`config.mk`:
```
export PLATFORM = sky130hd
export DESIGN_NAME = conv_timing_ctrl
export DESIGN_NICKNAME = d
export VERILOG_FILES = /design/src/rtl/conv_clock_enable.v /design/src/rtl/window_compare.v /design/src/rtl/conv_timing_ctrl.v
export VERILOG_INCLUDE_DIRS = /design/src /design/src/pkg
export SDC_FILE = /design/constraint.sdc
export NUM_CORES = 1
export LEC_CHECK = 0
export BUFFER_PORTS_ARGS = -buffer_cell sky130_fd_sc_hd__buf_2
export CORE_MARGIN = 4
export CORE_UTILIZATION = 30
export CTS_CLUSTER_DIAMETER = 40
export CTS_CLUSTER_SIZE = 16
export DETAILED_ROUTE_END_ITERATION = 10
export REMOVE_ABC_BUFFERS = 1
export SYNTH_ARGS = -nofsm -noshare
export SYNTH_HDL_FRONTEND = slang
export SYNTH_SLANG_ARGS = --single-unit
```
`constraint.sdc`:
```
create_clock -name ref_clk -period 2.6 [get_ports ref_clk]
set_clock_uncertainty 0.1 [all_clocks]
set_input_delay 0.52 -clock ref_clk [delete_from_list [all_inputs] [get_ports ref_clk]]
set_output_delay 0.52 -clock ref_clk [all_outputs]
set_load 0.01 [all_outputs]
```
`src/pkg/conv_ctrl_map.vh`:
```
`ifndef CONV_CTRL_MAP_VH
`define CONV_CTRL_MAP_VH
// ==========================================================
// Register offsets
`define OFS_CLOCK_REFERENCE_CONFIG 5'h02
`define OFS_DELAY_CONFIG 5'h03
`define OFS_WINDOW_MODE_CONFIG 5'h04
`define OFS_SAMPLE_LENGTH_CONFIG 5'h05
`define OFS_INPUT_CHANNEL_SELECT 5'h06
`define OFS_CONVERSION_COMMAND 5'h08
`define OFS_CONTROL 5'h09
`define OFS_INT_MASK 5'h0A
`define OFS_INT_FLAGS 5'h0B
`define OFS_RESULT_LO 5'h10
`define OFS_RESULT_HI 5'h11
`define OFS_LOW_THR_LO 5'h12
`define OFS_LOW_THR_HI 5'h13
`define OFS_HIGH_THR_LO 5'h14
`define OFS_HIGH_THR_HI 5'h15
// ==========================================================
// Field positions
`define POS_CLOCK_DIVIDER 0
`define POS_REFERENCE_SELECT 4
`define POS_SAMPLE_CAP_SELECT 6
`define POS_SAMPLE_SPACING 0
`define POS_DELAY_VARIATION 4
`define POS_STARTUP_DELAY 5
`define POS_ENABLE 0
`define POS_SLEEP_WAKE 1
`define POS_RESULT_READY 0
`define POS_WINDOW_MATCH 1
// ==========================================================
// Reset values and codes
`define RST_BYTE 8'h00
`define RST_WORD 16'h0000
`define WIN_NONE 3'h0
`define WIN_BELOW 3'h1
`define WIN_ABOVE 3'h2
`define WIN_INSIDE 3'h3
`define WIN_OUTSIDE 3'h4
`define REF_INTERNAL 2'h0
`define SAMPLE_BASE_CYCLES 6'h02
`define CONVERT_CYCLES 5'h0A
`endif

```
`src/rtl/conv_clock_enable.v`:
```
`timescale 1ns/1ps
// ==========================================================
// Converter clock enable: one pulse every 2^(code+1) cycles
module conv_clock_enable
(
	// Clock and reset
	input wire ref_clk,
	input wire rstn,
	// Divider code
	input wire [2:0] clock_divider,
	// Converter tick
	output wire conv_tick
);
reg [7:0] div_cnt_ff;
reg [7:0] limit;
always @*
begin
	// Right shift keeps every step inside eight bits, code 7 gives 255
	limit = 8'hFF >> (3'h7 - clock_divider);
end
always @(posedge ref_clk)
begin
	if (!rstn)
		div_cnt_ff <= 8'h00;
	else if (div_cnt_ff >= limit)
		div_cnt_ff <= 8'h00;
	else
		div_cnt_ff <= div_cnt_ff + 8'h01;
end
assign conv_tick = (div_cnt_ff >= limit);
endmodule // conv_clock_enable

```
`src/rtl/window_compare.v`:
```
`timescale 1ns/1ps
`include "conv_ctrl_map.vh"
// ==========================================================
// Window comparator on the accumulated result
module window_compare
(
	// Operands
	input wire [2:0] window_mode,
	input wire [15:0] result_value,
	input wire [15:0] low_threshold,
	input wire [15:0] high_threshold,
	// Match
	output reg match
);
wire below = result_value < low_threshold;
wire above = result_value > high_threshold;
always @*
begin
	case (window_mode)
	`WIN_BELOW: match = below;
	`WIN_ABOVE: match = above;
	`WIN_INSIDE: match = (result_value > low_threshold) && (result_value < high_threshold);
	`WIN_OUTSIDE: match = below || above;
	default: match = 1'b0;
	endcase
end
endmodule // window_compare

```
`src/rtl/conv_timing_ctrl.v`:
```
`timescale 1ns/1ps
`include "conv_ctrl_map.vh"
// Function
// - Divider code 0..7 selects peripheral clock division by 2 up to 256.
// - Reference select: 0 internal, 1 supply, other codes reserved.
// - Sample cap bit set drives reduced sampling capacitance.
// - Startup delay 0,16,32,64,128,256 converter cycles before first sample.
// - Startup delay also applies when waking from deep sleep to measure.
// - Delay variation adds one to sample spacing after every sample.
// - Sample spacing wraps from 0xF to 0x0 under variation.
// - Wait sample spacing converter cycles between samples, unscaled.
// - Sampling switch held open during the inter-sample delay.
// - Window mode selects none, below, above, inside or outside.
// - Comparison uses full 16-bit result and thresholds.
// - Sampling lasts two cycles plus sample length field.
// - Input select routes pins, converter output, reference, sensor, ground.
// - Input select change takes effect only after the running conversion.
// - Start bit begins, reads one while busy, self-clears, zero write aborts.
// - Result ready sets on completion, clears by write one or result read.
// - Window match evaluated at conversion end, cleared like result ready.
module conv_timing_ctrl
#(
	parameter SAMPLES_PER_RESULT = 1
)
(
	// Clock and reset
	input wire ref_clk,
	input wire rstn,
	// Register port
	input wire [4:0] reg_addr,
	input wire [7:0] reg_wdata,
	input wire reg_wr,
	input wire reg_rd,
	output reg [7:0] reg_rdata,
	// Analog core
	input wire [9:0] sample_data,
	output reg sample_switch_closed,
	output reg [4:0] active_channel,
	output reg [1:0] reference_select,
	output reg sample_cap_select,
	output reg converting,
	// Interrupt
	output wire irq
);
// ==========================================================
// Registers
reg [7:0] clock_reference_config_ff;
reg [7:0] delay_config_ff;
reg [7:0] window_mode_config_ff;
reg [7:0] sample_length_config_ff;
reg [7:0] input_channel_select_ff;
reg [7:0] control_ff;
reg [7:0] int_mask_ff;
reg [1:0] int_flags_ff;
reg [15:0] result_ff;
reg [15:0] low_threshold_ff;
reg [15:0] high_threshold_ff;
reg start_ff;
reg [7:0] rdata_nxt;
wire conv_tick;
wire win_match;
wire wr_hit_start = reg_wr && (reg_addr == `OFS_CONVERSION_COMMAND);
wire rd_result = reg_rd && ((reg_addr == `OFS_RESULT_LO) || (reg_addr == `OFS_RESULT_HI));
// ==========================================================
// Sequencer states
localparam ST_IDLE = 3'h0;
localparam ST_INIT = 3'h1;
localparam ST_SAMPLE = 3'h2;
localparam ST_CONVERT = 3'h3;
localparam ST_SPACE = 3'h4;
localparam ST_DONE = 3'h5;
reg [2:0] state_ff;
reg [8:0] cnt_ff;
reg [15:0] acc_ff;
reg [6:0] samples_ff;
reg done_pulse;
reg enable_prev_ff;
reg ref_prev_ff;
reg init_pending_ff;
wire [2:0] startup_code = delay_config_ff[`POS_STARTUP_DELAY +: 3];
wire [3:0] spacing = delay_config_ff[`POS_SAMPLE_SPACING +: 4];
function [8:0] startup_cycles;
	input [2:0] code;
	begin
		if (code == 3'h0 || code > 3'h5)
			startup_cycles = 9'h000;
		else
			startup_cycles = 9'h008 << code;
	end
endfunction
function [8:0] sample_load;
	input [4:0] len;
	begin
		sample_load = {3'h0, `SAMPLE_BASE_CYCLES} + {4'h0, len} - 9'h001;
	end
endfunction
// ==========================================================
// Submodules
conv_clock_enable u_clk
(
	.ref_clk(ref_clk),
	.rstn(rstn),
	.clock_divider(clock_reference_config_ff[`POS_CLOCK_DIVIDER +: 3]),
	.conv_tick(conv_tick)
);
window_compare u_win
(
	.window_mode(window_mode_config_ff[2:0]),
	.result_value(acc_ff),
	.low_threshold(low_threshold_ff),
	.high_threshold(high_threshold_ff),
	.match(win_match)
);
// ==========================================================
// Register writes
always @(posedge ref_clk)
begin
	if (!rstn)
	begin
		clock_reference_config_ff <= `RST_BYTE;
		window_mode_config_ff <= `RST_BYTE;
		sample_length_config_ff <= `RST_BYTE;
		input_channel_select_ff <= `RST_BYTE;
		control_ff <= `RST_BYTE;
		int_mask_ff <= `RST_BYTE;
		low_threshold_ff <= `RST_WORD;
		high_threshold_ff <= `RST_WORD;
	end
	else if (reg_wr)
	begin
		case (reg_addr)
		`OFS_CLOCK_REFERENCE_CONFIG: clock_reference_config_ff <= reg_wdata & 8'h77;
		`OFS_WINDOW_MODE_CONFIG: window_mode_config_ff <= reg_wdata & 8'h07;
		`OFS_SAMPLE_LENGTH_CONFIG: sample_length_config_ff <= reg_wdata & 8'h1F;
		`OFS_INPUT_CHANNEL_SELECT: input_channel_select_ff <= reg_wdata & 8'h1F;
		`OFS_CONTROL: control_ff <= reg_wdata & 8'h03;
		`OFS_INT_MASK: int_mask_ff <= reg_wdata & 8'h03;
		`OFS_LOW_THR_LO: low_threshold_ff[7:0] <= reg_wdata;
		`OFS_LOW_THR_HI: low_threshold_ff[15:8] <= reg_wdata;
		`OFS_HIGH_THR_LO: high_threshold_ff[7:0] <= reg_wdata;
		`OFS_HIGH_THR_HI: high_threshold_ff[15:8] <= reg_wdata;
		default: ;
		endcase
	end
end
// ==========================================================
// Delay config: software write, hardware increments spacing
always @(posedge ref_clk)
begin
	if (!rstn)
		delay_config_ff <= `RST_BYTE;
	else if (reg_wr && reg_addr == `OFS_DELAY_CONFIG)
		delay_config_ff <= reg_wdata;
	else if (state_ff == ST_SAMPLE && conv_tick && cnt_ff == 9'h000 && delay_config_ff[`POS_DELAY_VARIATION])
		delay_config_ff[3:0] <= spacing + 4'h1;
end
// ==========================================================
// Startup-delay triggers
always @(posedge ref_clk)
begin
	if (!rstn)
	begin
		enable_prev_ff <= 1'b0;
		// Reset reference is internal, so no false edge after reset
		ref_prev_ff <= 1'b1;
		init_pending_ff <= 1'b0;
	end
	else
	begin
		enable_prev_ff <= control_ff[`POS_ENABLE];
		ref_prev_ff <= (clock_reference_config_ff[5:4] == `REF_INTERNAL);
		if ((control_ff[`POS_ENABLE] && !enable_prev_ff) ||
			((clock_reference_config_ff[5:4] == `REF_INTERNAL) && !ref_prev_ff) ||
			control_ff[`POS_SLEEP_WAKE])
			init_pending_ff <= 1'b1;
		else if (state_ff == ST_INIT)
			init_pending_ff <= 1'b0;
	end
end
// ==========================================================
// Conversion sequencer
always @(posedge ref_clk)
begin
	done_pulse <= 1'b0;
	if (!rstn)
	begin
		state_ff <= ST_IDLE;
		cnt_ff <= 9'h000;
		acc_ff <= `RST_WORD;
		samples_ff <= 7'h00;
		start_ff <= 1'b0;
		active_channel <= 5'h00;
		result_ff <= `RST_WORD;
		done_pulse <= 1'b0;
	end
	else if (wr_hit_start && !reg_wdata[0] && start_ff)
	begin
		start_ff <= 1'b0;
		state_ff <= ST_IDLE;
	end
	else
	begin
		case (state_ff)
		ST_IDLE:
		begin
			active_channel <= input_channel_select_ff[4:0];
			if (wr_hit_start && reg_wdata[0])
			begin
				start_ff <= 1'b1;
				acc_ff <= `RST_WORD;
				samples_ff <= 7'h00;
				cnt_ff <= init_pending_ff ? startup_cycles(startup_code) : 9'h000;
				state_ff <= ST_INIT;
			end
		end
		// Waiting phases end on a tick, so sampling spans whole converter cycles
		ST_INIT:
			if (conv_tick)
			begin
				if (cnt_ff == 9'h000)
				begin
					cnt_ff <= sample_load(sample_length_config_ff[4:0]);
					state_ff <= ST_SAMPLE;
				end
				else
					cnt_ff <= cnt_ff - 9'h001;
			end
		ST_SAMPLE:
			if (conv_tick)
			begin
				if (cnt_ff == 9'h000)
				begin
					cnt_ff <= {4'h0, `CONVERT_CYCLES} - 9'h001;
					state_ff <= ST_CONVERT;
				end
				else
					cnt_ff <= cnt_ff - 9'h001;
			end
		ST_CONVERT:
			if (conv_tick)
			begin
				if (cnt_ff == 9'h000)
				begin
					acc_ff <= acc_ff + {6'h00, sample_data};
					samples_ff <= samples_ff + 7'h01;
					if (samples_ff + 7'h01 >= SAMPLES_PER_RESULT)
						state_ff <= ST_DONE;
					else if (spacing == 4'h0)
					begin
						cnt_ff <= sample_load(sample_length_config_ff[4:0]);
						state_ff <= ST_SAMPLE;
					end
					else
					begin
						cnt_ff <= {5'h00, spacing} - 9'h001;
						state_ff <= ST_SPACE;
					end
				end
				else
					cnt_ff <= cnt_ff - 9'h001;
			end
		ST_SPACE:
			if (conv_tick)
			begin
				if (cnt_ff == 9'h000)
				begin
					cnt_ff <= sample_load(sample_length_config_ff[4:0]);
					state_ff <= ST_SAMPLE;
				end
				else
					cnt_ff <= cnt_ff - 9'h001;
			end
		ST_DONE:
		begin
			result_ff <= acc_ff;
			done_pulse <= 1'b1;
			start_ff <= 1'b0;
			state_ff <= ST_IDLE;
		end
		default: state_ff <= ST_IDLE;
		endcase
	end
end
// ==========================================================
// Interrupt flags: set wins over clear
always @(posedge ref_clk)
begin
	if (!rstn)
		int_flags_ff <= 2'h0;
	else
	begin
		if (done_pulse)
			int_flags_ff[`POS_RESULT_READY] <= 1'b1;
		else if (rd_result || (reg_wr && reg_addr == `OFS_INT_FLAGS && reg_wdata[`POS_RESULT_READY]))
			int_flags_ff[`POS_RESULT_READY] <= 1'b0;
		if (done_pulse && win_match)
			int_flags_ff[`POS_WINDOW_MATCH] <= 1'b1;
		else if (rd_result || (reg_wr && reg_addr == `OFS_INT_FLAGS && reg_wdata[`POS_WINDOW_MATCH]))
			int_flags_ff[`POS_WINDOW_MATCH] <= 1'b0;
	end
end
assign irq = |(int_flags_ff & int_mask_ff[1:0]);
// ==========================================================
// Analog-side outputs
always @(posedge ref_clk)
begin
	if (!rstn)
	begin
		sample_switch_closed <= 1'b0;
		reference_select <= 2'h0;
		sample_cap_select <= 1'b0;
		converting <= 1'b0;
	end
	else
	begin
		sample_switch_closed <= (state_ff == ST_SAMPLE);
		reference_select <= clock_reference_config_ff[`POS_REFERENCE_SELECT +: 2];
		sample_cap_select <= clock_reference_config_ff[`POS_SAMPLE_CAP_SELECT];
		converting <= start_ff;
	end
end
// ==========================================================
// Read data, one cycle after the strobe
always @*
begin
	case (reg_addr)
	`OFS_CLOCK_REFERENCE_CONFIG: rdata_nxt = clock_reference_config_ff;
	`OFS_DELAY_CONFIG: rdata_nxt = delay_config_ff;
	`OFS_WINDOW_MODE_CONFIG: rdata_nxt = window_mode_config_ff;
	`OFS_SAMPLE_LENGTH_CONFIG: rdata_nxt = sample_length_config_ff;
	`OFS_INPUT_CHANNEL_SELECT: rdata_nxt = input_channel_select_ff;
	`OFS_CONVERSION_COMMAND: rdata_nxt = {7'h00, start_ff};
	`OFS_CONTROL: rdata_nxt = control_ff;
	`OFS_INT_MASK: rdata_nxt = int_mask_ff;
	`OFS_INT_FLAGS: rdata_nxt = {6'h00, int_flags_ff};
	`OFS_RESULT_LO: rdata_nxt = result_ff[7:0];
	`OFS_RESULT_HI: rdata_nxt = result_ff[15:8];
	`OFS_LOW_THR_LO: rdata_nxt = low_threshold_ff[7:0];
	`OFS_LOW_THR_HI: rdata_nxt = low_threshold_ff[15:8];
	`OFS_HIGH_THR_LO: rdata_nxt = high_threshold_ff[7:0];
	`OFS_HIGH_THR_HI: rdata_nxt = high_threshold_ff[15:8];
	default: rdata_nxt = 8'h00;
	endcase
end
always @(posedge ref_clk)
begin
	if (!rstn)
		reg_rdata <= 8'h00;
	else if (reg_rd)
		reg_rdata <= rdata_nxt;
	else
		reg_rdata <= 8'h00;
end
endmodule // conv_timing_ctrl

```
==> impl_metrics.csv, run 1 <==
group,metric,value,unit
setup_path,endpoint_kind,"flop",
clock_network,insertion_delay,430,ps
power,irDropWorstVdd,0.000454,V
logic_synthesis,syn_area,8380,µm²
finish,layout_common_cells,"dfxtp_1, nand2_1, a21oi_1",
sta,finalCriticalPeriod,2470,ps
logic_synthesis,yosysTopAreaCell,"dfxtp_1",
finish,antenna_cells,0,
global_route,antenna_found_initial,1,
setup_path,slowest_delay,390,ps
setup_path,worstReg2RegEnd,"samples_ff[4]",
logic_synthesis,seq_area_frac_synth,35.1,%
logic_synthesis,synth_cells,1022,
sta,slew-limit-headroom,24.5,%
worst_hold_path,hold_depth,3,
setup_path,path_max_fanout,10,
clock_network,htree_levels,4,
logic_synthesis,synth.distinct_cells,83,
floorplan,rows,60,
clock_network,hold_buffers,0,
finish,area_growth,20.8,%
clock_network,cts_buffer_depth,2,
placement,io_buffers,45,
global_route,grt_pass1_vias,7679,
placement,hpwl,19.8,mm
setup_path,cp_cell_sequence,"o21ai_0 -> ha_1 -> nand4_1 -> nor3_4 -> a22oi_2 -> buf_6 -> or3_1 -> a311oi_2",
clock_network,numCtsBuffers,17,
global_route,grt.total_usage,17.2,%
logic_synthesis,synth_seq_cells,147,
floorplan,die-area,30700,µm²
sta,clock.fmax,0.404,GHz
finish,drive_gt1_share,17.8,%
power,p_leak,3.96,nW
routing,drt-total-wl,26.7,mm
sta,fin_hold_ws,348,ps
floorplan,num_io_pins,46,
outcome,status,"finished, final reports clean",
sta,post-route-period-util,95.1,%
logic_synthesis,synth-main-ff-cell,"dfxtp_1",
logic_synthesis,avgSynthCellArea,8.20,µm²
logic_synthesis,synth-edff-count,0,
finish,final_common_cell,"dfxtp_1",
sta,slew_viol_final,0,
clock_network,cts_root_buffer,"clkbuf_16",
routing,avgViaCountPerCell,5.38,
logic_synthesis,ys_warn_count,0,
floorplan,start_util,30.8,%
placement,globalplace.congestion,0.961,
worst_hold_path,hold_class,"primary input to flop",
global_route,gr-total-overflow,0,
floorplan,core,27300,µm²
run,maxCapViolCount,0,
global_route,grt_max_degree,57,
power,power.density,535,nW/µm²
setup_path,worst_ep_arrival_time,2710,ps
sta,setup_viol,0,
power,p_total,0.00541,W
routing,num_vias,8036,
worst_hold_path,min_to,"low_threshold_ff[7]",
setup_path,crit_type,"flop to flop",
sta,hold_viol,0,
clock_network,cts_sinks,147,
clock_network,clkTransAtPathRegs,70,ps
finish,fin_nets,1197,
routing,detail_route.wl_per_cell,17.8,µm
routing,first_pass_iters,7,
worst_hold_path,hold_start,"reg_wdata[7]",
finish,post-route-util,37.1,%
routing,route.detailed.drc,0,
setup_path,ff2ff_setup_slack,130,ps
routing,drtAntennaViolNets,0,
setup_path,reg2reg_from,"clock_reference_config_ff[2]",
setup_path,required,2840,ps
setup_path,critPathLaunchType,"flop",
logic_synthesis,synth_top_area_share,35.1,%
global_route,grt_pass1_wl,42.3,mm
setup_path,critPathSlowestCell,"dfxtp_4",
floorplan,die_w,175,µm
setup_path,r2r_cells,8,
clock_network,cts_tree,"done",
sta,rsz0062_at_grt,"false",
floorplan,die_h,175,µm
logic_synthesis,synth.area.top_cells,"dfxtp_1, ha_1, a21oi_1",
sta,tightest_slew,1120,ps
logic_synthesis,async_reset_ff_share,0,%
routing,drtIter0Drc,748,
-- state kept, by name, indices dropped and copies added, names as in the netlist, 2 cells and up --
signal and count:
acc_ff 16, high_threshold_ff 16, low_threshold_ff 16, result_ff 16, cnt_ff 9, delay_config_ff 8, reg_rdata 8, u_clk.div_cnt_ff 8
samples_ff 7, clock_reference_config_ff 6, active_channel 5, input_channel_select_ff 5, sample_length_config_ff 5, state_ff 3, window_mode_config_ff 3, control_ff 2
int_flags_ff 2, int_mask_ff 2, reference_select 2
-- critical path, delay by kind of cell, from the launching register on --
kind | cells | cell delay, ps
buf+inv | 1 | 190
fa+ha+maj | 1 | 320
flops | 1 | 390
compound gates | 3 | 520
simple gates | 3 | 880
-- Yosys cell counts, drive strengths merged (5+ instances only) --
library cell  instances
a22o                  7
and3                 13
nand3                70
nand4                16
nor2                 74
buf                  14
and4                  5
clkbuf               44
nand2               133
mux2i                31
dfxtp               147
a22oi                19
a31oi                17
a21o                  5
o21a                  6
o211ai                5
o21ai                33
nor3                 19
nand3b                5
xor2                 13
ha                   58
nor2b                 6
nor4                  9
a221oi                8
a211oi                9
or3                   8
inv                  48
mux2                  6
and2                  7
xnor2                16
a21oi               102
-- worst max path at each step --
stage | start | endpoint | slack, ps | cells after the start
after global routing | delay_config_ff[1] | cnt_ff[5] | 4 | 8
after detailed placement | sample_data[0] | acc_ff[14] | -80 | 10
after global placement | cnt_ff[0] | samples_ff[3] | -40 | 8
after floorplan | reg_addr[4] | samples_ff[3] | 40 | 6
after CTS | clock_reference_config_ff[2] | samples_ff[4] | 1 | 8
final | clock_reference_config_ff[2] | samples_ff[4] | 130 | 8
-- layer usage --
metal	up-vias	global-route usage (%)	part of all wire (%)
li1	3893	-	-
met1	3816	23.6	47
met2	286	27.3	45
met3	39	3.22	6.2
met4	2	5.56	2.3
met5	-	0	0.045
-- what timing repair did --
| item | CTS | global route |
|---|---|---|
| buffers inserted | 0 | 2 |
| pin swaps | 1 | 4 |
| endpoints found under the setup margin | 13 | 27 |
| resized for setup | 3 | 11 |
| endpoints found under the hold margin | 0 | 0 |
-- cell families after synthesis --
family	count (synthesis)	synth area share, %
simple gates	391	23.5
compound gates	253	19.4
flops	147	35.1
buf+inv	106	5.48
fa+ha+maj	59	8.90
mux	37	4.51
xor+xnor	29	3.03
-- final cells by class --
class | instances | area, µm²
Fill cell | 2810 | 17100
Multi-Input combinational cell | 769 | 5010
Sequential cell | 147 | 2950
Timing Repair Buffer | 128 | 952
Tap cell | 372 | 465
Clock buffer | 20 | 457
Inverter | 48 | 181
Clock inverter | 11 | 105
-- report_power, final --
part           internal, W  total [W]  switching, W
Combinational     0.000277   0.000698      0.000421
Sequential         0.00228    0.00232     0.0000404
Clock              0.00137    0.00239       0.00102
-- per-stage QoR --
stage | instances | setup WS [ps] | setup TNS, ps | cell area [µm²]
2_1_floorplan | 964 | 44.2 | 0 | 8100
3_3_place_gp | 1462 | -43.8 | -260 | 9510
3_5_place_dp | 1462 | -79.7 | -529 | 9510
4_1_cts | 1493 | 1.19 | 0 | 10100
5_1_grt | 1495 | 4.23 | 0 | 10100
6_report | 1495 | 126 | 0 | 10100
Power figures use the tool's default switching activity.
==> run 2: changes to the inputs <==
--- a/config.mk
+++ b/config.mk
@@ -15,4 +15,5 @@
 export REMOVE_ABC_BUFFERS = 1
 export SYNTH_ARGS = -nofsm -noshare
 export SYNTH_HDL_FRONTEND = slang
+export SYNTH_HIERARCHICAL = 1
 export SYNTH_SLANG_ARGS = --single-unit
==> run 2 against run 1 <==
Compared with the run above:
- final cell count shrank 0.54%
- global-route usage down 0.72 points
- synthesized cell count fell by 1.5%
- combinational power up 12%
- total power up 8.1%
- critical path type unchanged
- critical endpoint is now acc_ff[14]
- largest power group unchanged
==> impl_metrics.csv, run 2 <==
group,metric,value,unit
outcome,status,"finished, final reports clean",
logic_synthesis,synth_top_area_share,35.3,%
logic_synthesis,async_reset_ff_share,0,%
logic_synthesis,synth_commonest_cells,"dfxtp_1, nor2_1, nand2_1",
sta,hold_viol,0,
sta,tightest_slew,997,ps
routing,detail_route.wl_per_cell,17.2,µm
logic_synthesis,synth-main-ff-cell,"dfxtp_1",
logic_synthesis,synth.distinct_cells,85,
run,maxCapViolCount,0,
logic_synthesis,synth-edff-count,0,
sta,finalCriticalPeriod,2510,ps
clock_network,cts_buffer_depth,2,
setup_path,endpoint_kind,"flop",
clock_network,insertion_delay,430,ps
sta,fin_hold_ws,325,ps
placement,globalplace.congestion,0.892,
setup_path,cp_cell_sequence,"a21oi_1 -> ha_1 -> nand2_1 -> o21ai_2 -> nand3_1 -> o2111ai_2 -> buf_4 -> o221a_4 -> nand4_2 -> or4_1 -> a21oi_1",
sta,clock.fmax,0.399,GHz
placement,place_inst,1454,
logic_synthesis,synthAdderAreaFrac,9.08,%
power,irDropWorstVdd,0.000391,V
routing,avgViaCountPerCell,5.30,
clock_network,cts_sinks,147,
setup_path,required,2850,ps
global_route,gr-total-overflow,0,
finish,layout_common_cells,"dfxtp_1, nor2_1, nand2_1",
routing,route.detailed.drc,0,
floorplan,die_w,175,µm
floorplan,core,27200,µm²
clock_network,cts_root_buffer,"clkbuf_16",
clock_network,htree_levels,4,
logic_synthesis,synth-simple-area-share,21.8,%
worst_hold_path,hold_class,"primary input to flop",
power,p_leak,4.07,nW
clock_network,numCtsBuffers,17,
logic_synthesis,muxShareOfSynthArea,5.65,%
routing,drtAntennaViolNets,0,
floorplan,rows,60,
logic_synthesis,avgSynthCellArea,8.29,µm²
global_route,grt_pass1_wl,40.6,mm
sta,slew_viol_final,0,
logic_synthesis,synth-xor-area-share,3.15,%
setup_path,critPathLaunchType,"flop",
routing,drt-total-wl,25.6,mm
sta,slew-limit-headroom,33.5,%
logic_synthesis,synth_top_family_by_area,"simple AND/OR/NAND/NOR gates",
finish,final_common_cell,"dfxtp_1",
placement,io_buffers,45,
logic_synthesis,ys_warn_count,6,
clock_network,clkTransAtPathRegs,70,ps
logic_synthesis,synth_seq_cells,147,
logic_synthesis,yosysTopAreaCell,"dfxtp_1",
finish,antenna_cells,0,
global_route,grt_max_degree,91,
routing,num_vias,7880,
global_route,grt_pass1_vias,7439,
sta,post-route-period-util,96.4,%
setup_path,path_max_fanout,7,
logic_synthesis,synth_compound_area_share,20.1,%
floorplan,start_util,30.7,%
setup_path,critPathBufInv,1,
finish,drive_gt1_share,17.8,%
setup_path,critPathSlowestCell,"or4_1",
routing,first_pass_iters,6,
finish,fin_nets,1189,
logic_synthesis,post-synth-top-count-cell,"dfxtp_1",
logic_synthesis,syn_area,8350,µm²
logic_synthesis,synth_cells,1007,
routing,drtIter0Drc,834,
power,p_total,0.00585,W
power,power.density,571,nW/µm²
global_route,antenna_found_initial,0,
floorplan,die_h,175,µm
setup_path,slowest_delay,470,ps
finish,post-route-util,37.7,%
floorplan,die-area,30600,µm²
setup_path,crit_type,"flop to flop",
floorplan,num_io_pins,46,
finish,area_growth,22.8,%
clock_network,cts_tree,"done",
logic_synthesis,seq_area_frac_synth,35.3,%
sta,setup_viol,0,
logic_synthesis,synth.area.top_cells,"dfxtp_1, ha_1, mux2i_1",
finish,fin_cells,1487,
setup_path,cpMostUsedCell,"a21oi_1",
placement,hpwl,18.8,mm
setup_path,worst_ep_arrival_time,2750,ps
setup_path,crit_family,"simple AND/OR/NAND/NOR gates",
global_route,grt.total_usage,16.5,%
==> run 2: cell types whose count changed in the layout (fill, tap and decap cells not counted), moves of 7 or more <==
cell,delta
nor2_1,+42
nand2_1,-30
a21oi_1,-15
mux2i_1,+15
a22oi_1,+12
nand2_2,-10
nand3_1,-7
nand4_1,-7
o21ai_0,-7
==> run 2: final cells by class <==
class / count / area [µm²]
Clock buffer: 20 / 447
Sequential cell: 147 / 2960
Inverter: 52 / 196
Timing Repair Buffer: 125 / 871
Multi-Input combinational cell: 759 / 5110
Clock inverter: 12 / 203
Fill cell: 2830 / 16900
Tap cell: 372 / 465
==> run 2: cells by family (layout without fill, tap and decap cells) <==
family | count (synthesis) | in the layout
adders and majority gates | 60 | 60
buffers and inverters | 101 | 209
xor gates and xnor gates | 30 | 30
DFF | 147 | 147
AOI/OAI and AO/OA | 248 | 248
and+or+nand+nor | 374 | 374
muxes | 47 | 47
==> run 2: path summary, 6_finish.rpt <==
path / depth (start not counted) / to / startpoint / slack, ps
worst max register to register: 11 / acc_ff[14] / clock_reference_config_ff[1] / 90
worst min-delay path: 3 / low_threshold_ff[15] / reg_wdata[7] / 330
worst max-delay path: 11 / acc_ff[14] / clock_reference_config_ff[1] / 90
worst min register to register: 2 / low_threshold_ff[13] / low_threshold_ff[13] / 380
==> run 2: per-layer routing <==
layer / vias to the layer above / routed length, µm / track usage, %
li1: 3830 / - / -
met1: 3787 / 12000 / 22.5
met2: 235 / 11800 / 26.7
met3: 28 / 1280 / 3.20
met4: 0 / 561 / 4.65
met5: - / 0 / 0
==> run 2: stage by stage <==
stage | area [µm²] | TNS [ps] | worst slack [ps]
floorplan | 8130 | -21850 | -707
detailed placement | 9460 | -34.2 | -34.2
CTS | 10100 | 0 | 11.1
finish | 10300 | 0 | 94.4
global route | 10300 | -21.2 | -21.2
global placement | 9460 | -7.40 | -7.40
==> run 2: report_power, final <==
group	leakage, nW	switching (W)	total [W]	internal (W)
Clock	0.315	0.000991	0.00273	0.00173
Sequential	1.19	0.0000556	0.00234	0.00229
Combinational	2.57	0.000473	0.000784	0.000311
==> run 2: timing repair <==
action / CTS / global route
resized for setup: 3 / 28
pin swaps: 0 / 10
setup buffers: 0 / 1
setup endpoints to repair: 4 / 29
hold buffers: 0 / 0
==> run 2: worst register-to-register path, stage by stage (launching register included) <==
cell	delay (ps)
dfxtp_4	390
a21oi_1	80
ha_1	300
nand2_1	60
o21ai_2	150
nand3_1	120
o2111ai_2	80
buf_4	210
o221a_4	230
nand4_2	110
or4_1	470
a21oi_1	120
